`config.mk`:
```
export PLATFORM = sky130hd
export DESIGN_NAME = css_supervisor
export DESIGN_NICKNAME = d
export VERILOG_FILES = /design/src/core/css_pkg.sv /design/src/core/css_err_log.sv /design/src/core/css_supervisor.sv
export SDC_FILE = /design/constraint.sdc
export NUM_CORES = 1
export LEC_CHECK = 0
export BUFFER_PORTS_ARGS = -buffer_cell sky130_fd_sc_hd__buf_4
export CAP_MARGIN = 40
export CORE_MARGIN = 2
export CORE_UTILIZATION = 55
export CTS_BUF_LIST = sky130_fd_sc_hd__clkbuf_4
export DETAILED_ROUTE_END_ITERATION = 7
export PLACE_DENSITY_LB_ADDON = 0.1
export SETUP_SLACK_MARGIN = 0.5
export SYNTH_ARGS = -nofsm -noshare
export SYNTH_HDL_FRONTEND = slang
export SYNTH_SLANG_ARGS = --single-unit
```
`constraint.sdc`:
```
create_clock -name clock -period 4.4 [get_ports clock]
set_clock_uncertainty 0.15 [all_clocks]
set_input_delay 0.22 -clock clock [delete_from_list [all_inputs] [get_ports clock]]
set_output_delay 0.22 -clock clock [all_outputs]
set_load 0.02 [all_outputs]
```
`src/core/css_pkg.sv`:
```
package css_pkg;
    // ====
    // Error codes logged by the supervisor
    localparam logic [10:0] ERR_HEARTBEAT = 11'h3F3; // 1011
    localparam logic [10:0] ERR_SEQ_WD = 11'h3F4; // 1012
    localparam logic [10:0] ERR_TEMP_WARN = 11'h37A; // 890
    localparam logic [10:0] ERR_CLK_RATIO = 11'h3C1; // 961
    localparam logic [10:0] ERR_CSUM_G1 = 11'h3AA; // 938
    localparam logic [10:0] ERR_CSUM_G2 = 11'h3AB; // 939
    localparam logic [10:0] ERR_CSUM_G3 = 11'h3AC; // 940
    localparam logic [10:0] ERR_TASK = 11'h27A; // 634
    // ====
    // Retry limits and window figures
    localparam logic [1:0] SEQ_RETRY_MAX = 2'h3;
    localparam logic [1:0] CSUM_RETRY_MAX = 2'h3;
    localparam int SEQ_WD_FRAMES = 7;
    localparam int CLOCK_MHZ = 125;
    localparam int RATIO_POLL_US = 100;
    localparam int RATIO_POLL_CYC = RATIO_POLL_US * CLOCK_MHZ;
    localparam int TASK_TIMEOUT_US = 1000;
    localparam int TASK_TIMEOUT_CYC = TASK_TIMEOUT_US * CLOCK_MHZ;
    // ====
    // Companion command opcodes
    localparam logic [2:0] CMD_NONE = 3'h0;
    localparam logic [2:0] CMD_SET_HB_WIN = 3'h1;
    localparam logic [2:0] CMD_SET_SEQ_WIN = 3'h2;
    localparam logic [2:0] CMD_UNLOCK = 3'h3;
    localparam logic [2:0] CMD_WRITE_REGS = 3'h4;
    localparam logic [2:0] CMD_WRITE_CSUM = 3'h5;
    localparam logic [2:0] CMD_LOCK = 3'h6;
    localparam logic [2:0] CMD_READ = 3'h7;
    // ====
    // Sequencer states
    typedef enum logic [3:0] {
        CSS_INIT = 4'h0,
        CSS_SET_HB = 4'h1,
        CSS_SET_SEQ = 4'h2,
        CSS_RD_CAUSE = 4'h3,
        CSS_IDLE = 4'h4,
        CSS_UNLOCK = 4'h5,
        CSS_WRITE = 4'h6,
        CSS_CSUM = 4'h7,
        CSS_LOCK = 4'h8,
        CSS_RD_RATIO = 4'h9,
        CSS_SHUTDOWN = 4'hA
    } css_state_t;
endpackage : css_pkg

```
`src/core/css_err_log.sv`:
```
`timescale 1ns/10ps
// ====
// Error log: flip-flop FIFO of codes for the host
module css_err_log #(
    parameter int DEPTH = 8
) (
    input wire logic clock, // Core clock
    input wire logic arst_n, // Async reset, active low
    input wire logic push, // Log one code
    input wire logic [10:0] code, // Code to log
    input wire logic pop, // Host has read head
    input wire logic clear, // Host clears all
    output logic [10:0] head, // Oldest code
    output logic not_empty, // Log holds codes
    output logic overflow // A code was dropped
);
    localparam int AW = $clog2(DEPTH);
    initial begin
        if (DEPTH < 2 || (1 << AW) != DEPTH) begin
            $error("css_err_log: DEPTH must be a power of two");
        end
    end
    typedef struct packed {
        logic [DEPTH-1:0][10:0] mem;
        logic [AW-1:0] rd;
        logic [AW:0] cnt;
        logic ovf;
    } css_log_t;
    css_log_t s_reg, s_next;
    // Next state; a full log drops the new code and flags it
    always_comb begin
        s_next = s_reg;
        if (clear) begin
            s_next.rd = '0;
            s_next.cnt = '0;
            s_next.ovf = 1'b0;
        end else if (pop && s_reg.cnt != '0) begin
            s_next.rd = AW'(s_reg.rd + 1'b1);
            s_next.cnt = (AW+1)'(s_next.cnt - 1'b1);
        end
        // A push in the clearing cycle survives, as irq does
        if (push) begin
            if (s_next.cnt == (AW+1)'(DEPTH)) begin
                s_next.ovf = 1'b1;
            end else begin
                s_next.mem[AW'(s_next.rd + s_next.cnt[AW-1:0])] = code;
                s_next.cnt = (AW+1)'(s_next.cnt + 1'b1);
            end
        end
    end
    // State register
    always_ff @(posedge clock or negedge arst_n) begin
        if (!arst_n) begin
            s_reg <= '0;
        end else begin
            s_reg <= s_next;
        end
    end
    assign head = s_reg.mem[s_reg.rd];
    assign not_empty = (s_reg.cnt != '0);
    assign overflow = s_reg.ovf;
endmodule : css_err_log

```
`src/core/css_supervisor.sv`:
```
`timescale 1ns/10ps
// What this block does
// - Program heartbeat window in companion at initialization first.
// - After watchdog reset, read cause and raise host interrupt.
// - Missing heartbeat edge is logged as code 1011.
// - Program sequencer window to about seven frames.
// - Restart sequencer for three failures; fourth means emergency shutdown.
// - Sequencer supervision only while displaying; log code 1012.
// - Poll clock ratio; out of range logs code 961.
// - Lock companion registers after each update until the next.
// - Rewrite checksums after writing critical illumination registers.
// - Checksum error: rewrite up to three times, then shutdown.
// - Checksum errors log 938, 939, 940 per group.
// - Task missing its check-in within timeout logs code 634.
// - Emergency shutdown only for monitors that demand it.
module css_supervisor #(
    parameter int TASKS = 4,
    parameter int LOG_DEPTH = 8,
    parameter int RATIO_POLL = css_pkg::RATIO_POLL_CYC,
    parameter int TASK_TIMEOUT = css_pkg::TASK_TIMEOUT_CYC,
    parameter logic [15:0] RATIO_MIN = 16'h0100,
    parameter logic [15:0] RATIO_MAX = 16'h0200,
    parameter logic [15:0] HB_WINDOW = 16'h0400,
    parameter logic [15:0] FRAME_TICKS = 16'h0100
) (
    input wire logic clock, // 125 MHz core clock
    input wire logic arst_n, // Async reset, active low
    input wire logic wd_reset_cause, // Companion says last reset was watchdog
    input wire logic seq_wd_irq, // Companion sequencer watchdog pin
    input wire logic temp_warn_irq, // Companion warning pin
    input wire logic [2:0] csum_err_grp, // Companion checksum fail per group
    input wire logic displaying, // Image is being displayed
    input wire logic update_req, // Firmware wants register update
    input wire logic [TASKS-1:0] task_checkin, // One pulse per task
    output logic [2:0] cmd_op, // Command to companion
    output logic [15:0] cmd_data, // Command payload
    output logic cmd_valid, // Command strobe
    input wire logic cmd_ready, // Companion accepted command
    input wire logic [15:0] rsp_data, // Read reply from companion
    input wire logic rsp_valid, // Read reply strobe
    output logic heartbeat_watchdog_input, // Heartbeat pulse out
    output logic seq_enable, // Sequencer enable
    output logic emergency_shutdown, // Latched shutdown
    output logic host_irq, // Host interrupt, level
    input wire logic log_pop, // Host read head code
    input wire logic log_clear, // Host clears log
    output logic [10:0] log_head, // Oldest logged code
    output logic log_not_empty, // Log holds codes
    output logic log_overflow // Code dropped
);
    localparam int TW = $clog2(TASK_TIMEOUT + 1);
    localparam int PW = $clog2(RATIO_POLL + 1);
    initial begin
        if (TASKS < 1 || TASKS > 16 || RATIO_POLL < 2) begin
            $error("css_supervisor: bad parameter");
        end
    end
    // ====
    // State
    typedef struct packed {
        css_pkg::css_state_t st;
        logic [2:0] sync_seq;
        logic [2:0] sync_temp;
        logic [2:0] sync_cause;
        logic [2:0][2:0] sync_csum;
        logic [1:0] seq_fail;
        logic [1:0] csum_try;
        logic [2:0] csum_pend;
        logic seq_pend;
        logic temp_seen;
        logic csum_req;
        logic seq_restart;
        logic shutdown;
        logic irq;
        logic hb;
        logic [15:0] hb_cnt;
        logic [PW-1:0] poll_cnt;
        logic poll_due;
        logic [TASKS-1:0][TW-1:0] task_cnt;
        logic [TASKS-1:0] task_late;
        logic [15:0] data;
        logic [2:0] op;
        logic valid;
    } css_sup_t;
    css_sup_t s_reg, s_next;
    logic push;
    logic [10:0] push_code;

    // Synchroniser agreement: a new high level counts once stages 2 and 3 agree
    function automatic logic agreed(input logic [2:0] s);
        agreed = s[1] & s[2];
    endfunction : agreed

    // Issue a command to the companion
    function automatic css_sup_t issue(input css_sup_t s,
            input logic [2:0] op, input logic [15:0] d);
        issue = s;
        issue.op = op;
        issue.data = d;
        issue.valid = 1'b1;
    endfunction : issue

    // ====
    // Next-state logic; one logged code per cycle, priority by order below
    always_comb begin
        logic seq_edge;
        logic temp_edge;
        logic [2:0] csum_now;
        logic done;
        seq_edge = 1'b0;
        temp_edge = 1'b0;
        csum_now = '0;
        done = 1'b0;
        s_next = s_reg;
        push = 1'b0;
        push_code = '0;
        s_next.sync_seq = {s_reg.sync_seq[1:0], seq_wd_irq};
        s_next.sync_temp = {s_reg.sync_temp[1:0], temp_warn_irq};
        s_next.sync_cause = {s_reg.sync_cause[1:0], wd_reset_cause};
        for (int g = 0; g < 3; g++) begin
            s_next.sync_csum[g] = {s_reg.sync_csum[g][1:0], csum_err_grp[g]};
            csum_now[g] = agreed(s_reg.sync_csum[g]);
        end
        // New high level: stages 2 and 3 agree, not yet handled
        seq_edge = agreed(s_reg.sync_seq) & ~s_reg.seq_pend;
        temp_edge = agreed(s_reg.sync_temp) & ~s_reg.temp_seen;
        // Heartbeat toggles every quarter window so the companion sees edges
        s_next.hb_cnt = 16'(s_reg.hb_cnt + 1'b1);
        if (s_reg.hb_cnt >= (HB_WINDOW >> 2)) begin
            s_next.hb_cnt = '0;
            s_next.hb = ~s_reg.hb;
        end
        // Periodic ratio poll request
        s_next.poll_cnt = PW'(s_reg.poll_cnt + 1'b1);
        if (s_reg.poll_cnt == PW'(RATIO_POLL - 1)) begin
            s_next.poll_cnt = '0;
            s_next.poll_due = 1'b1;
        end
        // Task check-in monitor; one report per missed window
        for (int t = 0; t < TASKS; t++) begin
            if (task_checkin[t]) begin
                s_next.task_cnt[t] = '0;
                s_next.task_late[t] = 1'b0;
            end else if (s_reg.task_cnt[t] != TW'(TASK_TIMEOUT)) begin
                s_next.task_cnt[t] = TW'(s_reg.task_cnt[t] + 1'b1);
            end
        end
        // Command handshake completes
        if (s_reg.valid && cmd_ready) begin
            s_next.valid = 1'b0;
            done = 1'b1;
        end
        // Sequencer watchdog: only acted upon while displaying
        if (seq_edge && displaying && !s_reg.shutdown) begin
            s_next.seq_pend = 1'b1;
            push = 1'b1;
            push_code = css_pkg::ERR_SEQ_WD;
            if (s_reg.seq_fail == css_pkg::SEQ_RETRY_MAX) begin
                s_next.shutdown = 1'b1;
            end else begin
                s_next.seq_fail = 2'(s_reg.seq_fail + 1'b1);
                s_next.seq_restart = 1'b1;
            end
        end else if (!agreed(s_reg.sync_seq)) begin
            s_next.seq_pend = 1'b0;
        end
        if (s_reg.seq_restart) begin
            s_next.seq_restart = 1'b0;
        end
        // Warning edge from the companion: log only
        if (!push && temp_edge) begin
            s_next.temp_seen = 1'b1;
            push = 1'b1;
            push_code = css_pkg::ERR_TEMP_WARN;
        end else if (!agreed(s_reg.sync_temp)) begin
            s_next.temp_seen = 1'b0;
        end
        // Checksum failure: retry full rewrite, then shutdown
        for (int g = 0; g < 3; g++) begin
            if (csum_now[g] && !s_reg.csum_pend[g]) begin
                s_next.csum_pend[g] = 1'b1;
                s_next.csum_req = 1'b1; // Kept until idle serves it
                if (!push) begin
                    push = 1'b1;
                    push_code = 11'(css_pkg::ERR_CSUM_G1 + g);
                end
            end else if (!csum_now[g]) begin
                s_next.csum_pend[g] = 1'b0;
            end
        end
        for (int t = 0; t < TASKS; t++) begin
            if (!push && s_reg.task_cnt[t] == TW'(TASK_TIMEOUT)
                    && !s_reg.task_late[t] && !task_checkin[t]) begin
                s_next.task_late[t] = 1'b1;
                push = 1'b1;
                push_code = css_pkg::ERR_TASK;
            end
        end
        // Command sequencer
        case (s_reg.st)
            css_pkg::CSS_INIT: begin
                s_next = issue(s_next, css_pkg::CMD_SET_HB_WIN, HB_WINDOW);
                s_next.st = css_pkg::CSS_SET_HB;
            end
            css_pkg::CSS_SET_HB: begin
                if (done) begin
                    s_next = issue(s_next, css_pkg::CMD_SET_SEQ_WIN,
                        16'(FRAME_TICKS * css_pkg::SEQ_WD_FRAMES));
                    s_next.st = css_pkg::CSS_SET_SEQ;
                end
            end
            css_pkg::CSS_SET_SEQ: begin
                if (done) begin
                    s_next.st = css_pkg::CSS_RD_CAUSE;
                end
            end
            css_pkg::CSS_RD_CAUSE: begin
                if (agreed(s_reg.sync_cause) && !push) begin
                    s_next.irq = 1'b1;
                    push = 1'b1;
                    push_code = css_pkg::ERR_HEARTBEAT;
                end
                s_next.st = css_pkg::CSS_IDLE;
            end
            css_pkg::CSS_IDLE: begin
                if (s_next.shutdown) begin
                    s_next.st = css_pkg::CSS_SHUTDOWN;
                end else if (s_reg.csum_req) begin
                    s_next.csum_req = |(csum_now & ~s_reg.csum_pend);
                    if (s_reg.csum_try == css_pkg::CSUM_RETRY_MAX) begin
                        s_next.shutdown = 1'b1;
                        s_next.st = css_pkg::CSS_SHUTDOWN;
                    end else begin
                        s_next.csum_try = 2'(s_reg.csum_try + 1'b1);
                        s_next = issue(s_next, css_pkg::CMD_UNLOCK, '0);
                        s_next.st = css_pkg::CSS_UNLOCK;
                    end
                end else if (update_req) begin
                    s_next.csum_try = '0;
                    s_next = issue(s_next, css_pkg::CMD_UNLOCK, '0);
                    s_next.st = css_pkg::CSS_UNLOCK;
                end else if (s_reg.poll_due) begin
                    s_next.poll_due = 1'b0;
                    s_next = issue(s_next, css_pkg::CMD_READ, '0);
                    s_next.st = css_pkg::CSS_RD_RATIO;
                end
            end
            css_pkg::CSS_UNLOCK: begin
                if (done) begin
                    s_next = issue(s_next, css_pkg::CMD_WRITE_REGS, '0);
                    s_next.st = css_pkg::CSS_WRITE;
                end
            end
            css_pkg::CSS_WRITE: begin
                if (done) begin
                    s_next = issue(s_next, css_pkg::CMD_WRITE_CSUM, '0);
                    s_next.st = css_pkg::CSS_CSUM;
                end
            end
            css_pkg::CSS_CSUM: begin
                if (done) begin
                    s_next = issue(s_next, css_pkg::CMD_LOCK, '0);
                    s_next.st = css_pkg::CSS_LOCK;
                end
            end
            css_pkg::CSS_LOCK: begin
                if (done) begin
                    s_next.st = css_pkg::CSS_IDLE;
                end
            end
            css_pkg::CSS_RD_RATIO: begin
                if (rsp_valid) begin
                    s_next.st = css_pkg::CSS_IDLE;
                    if ((rsp_data < RATIO_MIN || rsp_data > RATIO_MAX)
                            && !push) begin
                        push = 1'b1;
                        push_code = css_pkg::ERR_CLK_RATIO;
                    end
                end
            end
            css_pkg::CSS_SHUTDOWN: begin
                s_next.shutdown = 1'b1;
            end
            default: begin
                s_next.st = css_pkg::CSS_INIT;
            end
        endcase
        // Host interrupt drops only when the host clears the log, not when it is drained
        if (log_clear) begin
            s_next.irq = 1'b0;
        end
        if (push) begin
            s_next.irq = 1'b1;
        end
    end

    // State register
    always_ff @(posedge clock or negedge arst_n) begin
        if (!arst_n) begin
            s_reg <= '0;
        end else begin
            s_reg <= s_next;
        end
    end

    // ====
    // Host-visible error log
    css_err_log #(
        .DEPTH(LOG_DEPTH)
    ) u_log (
        .clock(clock),
        .arst_n(arst_n),
        .push(push),
        .code(push_code),
        .pop(log_pop),
        .clear(log_clear),
        .head(log_head),
        .not_empty(log_not_empty),
        .overflow(log_overflow)
    );

    // Outputs; sequencer drops for one cycle on each restart
    assign cmd_op = s_reg.op;
    assign cmd_data = s_reg.data;
    assign cmd_valid = s_reg.valid;
    assign heartbeat_watchdog_input = s_reg.hb;
    assign seq_enable = displaying & ~s_reg.seq_restart & ~s_reg.shutdown;
    assign emergency_shutdown = s_reg.shutdown;
    assign host_irq = s_reg.irq;
endmodule : css_supervisor

```
==> flow_summary.rst <==
.. list-table::
   :header-rows: 1

   * - Metric
     - Value
   * - Reg-to-reg endpoint
     - u_log.s_reg[37]
   * - Worst min path class
     - input pin to flop
   * - Global-route usage over all layers
     - 21.2%
   * - Most used flip-flop cell after synthesis
     - dfrtp_1
   * - Final worst-path cycle share
     - 82.7%
   * - Post-DR vias/cell
     - 5.35
   * - Launching element of the worst setup path
     - u_log.s_reg[1]
   * - Layout-stage area growth over the synthesis result
     - 15.5%
   * - Total number of vias
     - 7569
   * - Nets
     - 1147
   * - Total clock buffers created by CTS
     - 66
   * - Final global-route overflow total
     - 0
   * - Portion of synthesized cell area occupied by the leading cell type
     - 51.8%
   * - WS Path Type
     - flop to flop
   * - Number of pins with negative max-slew slack in the final report
     - 0
   * - Vertical die dimension
     - 147 um
   * - Netlist cell types
     - 71
   * - Sequential cell area
     - 5830 sq um
   * - Actual transition at the worst max-transition pin
     - 900 ps
   * - Critical-path maximum fanout
     - 10
   * - Met3 track demand over resource in global routing
     - 4.75%
   * - Post-route setup TNS
     - 0 ps
   * - Weighted congestion reported at the end of routability-driven placement
     - 0.814
   * - Count of mapped cells out of synthesis
     - 961
   * - Starting density of the core
     - 55.8%
   * - Met1 usage in global routing
     - 30.3%
   * - Result of the run
     - completed
   * - CTS tree
     - built
   * - Worst hold path depth
     - 2
   * - I/O pin cnt
     - 71
   * - Maximum clock frequency
     - 275 MHz
   * - DRC violations left
     - 0
   * - Met2 capacity usage during global routing
     - 32.2%
   * - Multi-input gate area in the final layout
     - 5190 sq um
   * - Critical Path Start Type
     - flop
   * - Fill cells
     - 1663
   * - Cells on worst reg2reg path
     - 14
   * - Unrepaired setup endpoints after global routing
     - no
   * - Layer with the highest usage
     - met2
   * - Initial antenna violation count
     - 1
   * - Leakage Power
     - 5.96 nW
   * - Worst r2r src
     - u_log.s_reg[1]
   * - Max Cap Violations
     - 0
   * - Drt first pass iters
     - 4
   * - Final setup violation count
     - 0
   * - WL per Instance
     - 15.5 um
   * - Flip-flop count of the largest register, all copies and words added
     - 136
   * - H-tree lvl count
     - 3
   * - Worst-case hold path end point
     - s_reg[143]
   * - Worst rel slew slack
     - 40.0%
   * - Post-route antenna net violation count
     - 0
   * - Number of flops mapped to enable cells by yosys
     - 0
   * - Routed wire length
     - 21.9 mm
   * - Final Core Density
     - 64.5%
   * - Synthesis Warnings
     - 0
   * - Library cell occupying the most area in the post-synthesis netlist
     - dfrtp_1
   * - Cell area after technology mapping
     - 11300 sq um
   * - Floorplan die area
     - 21600 sq um
   * - Data required time at the worst endpoint
     - 4740 ps
   * - Minimum period implied by the final worst setup slack
     - 3640 ps
   * - CTS clk-pin slew, worst paths
     - 60 ps
   * - Clock insertion delay at the later pin of the skew report
     - 640 ps
   * - Maximum number of pins on one net before global-route repair
     - 123
   * - Critical path capture point type
     - flop
   * - Proportion of layout cells with a drive suffix above 1
     - 26.7%
   * - Wire length of the first global-routing pass
     - 37.5 mm
   * - Biggest area contributors in the synthesized netlist
     - dfrtp_1, mux2_2, nor2_1
   * - Core footprint
     - 20200 sq um
   * - Post-Synthesis Mean Instance Area
     - 11.7 sq um
   * - Placement Rows
     - 52
   * - Placed wire-length estimate after detailed placement
     - 14.5 mm
   * - Fraction of the yosys area taken by sequential cells
     - 51.8%
   * - Count of state elements after synthesis
     - 233
   * - Power density over the cells
     - 513 nW/um^2
   * - Peak ir drop on the vdd network
     - 0.296 mV
   * - Via count of the first global-routing pass
     - 7718
   * - Most common cell after layout, fill and taps aside
     - dfrtp_1
   * - Hold Fails Final Rpt
     - 0
   * - Number of DRC violations after detailed-routing iteration 0
     - 332
   * - Source of the worst hold timing path
     - csum_err_grp[2]
   * - Die outline width
     - 147 um
   * - Minimum setup slack among reg-to-reg paths
     - 760 ps
   * - Clk sink count
     - 233
   * - Count of input and output buffers
     - 56
   * - Worst path arrival time
     - 3980 ps
   * - Async S/R FF share, synth
     - 100%
   * - Clk Tree Root Cell
     - clkbuf_4
   * - Maximum buffer depth of the clock tree
     - 3
   * - Most frequent cells in the layout
     - dfrtp_1, nor2_1, clkbuf_4, mux2_2, buf_4
   * - Fin Hold WS
     - 94.6 ps
-- timing repair --
item,CTS,global route
setup buffers,2,0
hold buffers,18,0
resized for setup,2,3
endpoints found under the hold margin,215,0
endpoints found under the setup margin,72,73
-- area by class of cell --
cell class,instances,area share (%)
repair buffers,87,5.48
flip-flops and latches,233,44.8
diodes,2,0.0385
multi-input cells,679,39.9
inverters,27,0.779
clock buffers,101,5.83
clock inverters,17,0.548
well taps,270,2.60
-- cell families after synthesis --
group,Yosys count,synth area share [%]
simple gates,365,17.1
flops,233,51.8
mux,108,12.9
xor+xnor,85,6.68
compound gates,81,6.21
buf+inv,69,3.09
fa+ha+maj,19,2.18
other cells,1,0.0333
-- power by group --
group | total [mW] | internal, mW | switching (mW)
Combinational | 1.93 | 1.00 | 0.929
Sequential | 2.79 | 2.52 | 0.267
Clock | 1.95 | 1.05 | 0.899
-- worst max-delay path by stage --
stage	endpoint	slack [ps]	cells after the start
floorplan	u_log.s_reg[55]	540	13
global placement	u_log.s_reg[69]	400	13
detailed placement	u_log.s_reg[55]	260	13
CTS	u_log.s_reg[55]	540	13
global route	u_log.s_reg[41]	530	14
finish	u_log.s_reg[37]	760	14
-- metrics by stage --
step / cells / power [mW] / worst slack (ps) / cell area, sq um
after floorplan: 981 / 4.19 / 540 / 11300
after global placement: 1274 / 4.66 / 403 / 11900
after detailed placement: 1276 / 4.72 / 257 / 11900
after CTS: 1414 / 6.75 / 540 / 13000
after global routing: 1416 / 7.09 / 531 / 13000
final: 1416 / 6.67 / 763 / 13000
-- layer usage --
metal  share of wire, %  routed length, um
met1                 48              10600
met3                4.3                943
met5                  0                  0
met4                1.2                262
met2                 46              10100
-- worst max-delay path, stage by stage, from the launching register on --
cell,delay (ps)
dfrtp_1,370
inv_1,90
ha_1,200
nor3b_2,270
inv_1,140
nand2_1,160
xor2_1,170
nor2_1,80
ha_1,220
fa_1,420
xnor2_2,370
xor2_2,190
buf_4,170
o211ai_4,170
mux2_1,360
-- cell usage after synthesis (3+ instances only) --
library cell    n
dfrtp_1       233
xnor2_1        36
ha_1           18
nand2b_1       17
a21oi_1        22
nor4_1          5
mux2_2         76
mux2_4          4
nand4_1        12
and3b_1         4
or4b_1          5
buf_1           3
nand2_1        59
nor4b_1         4
and3_1         31
o211ai_4        8
o21ai_0         9
nand3b_1        6
or4_1           3
o311ai_0        3
mux2_1          8
nor2_1        122
nor3b_1         5
clkbuf_1       15
nor3_1         13
and2_1          7
inv_1          27
or4bb_1         3
mux4_2         20
nand4b_1        7
buf_4          21
a31oi_1        10
o2111ai_1       4
nand3_1        45
and4_1          4
xor2_1         48
Power figures use the tool's default switching activity.
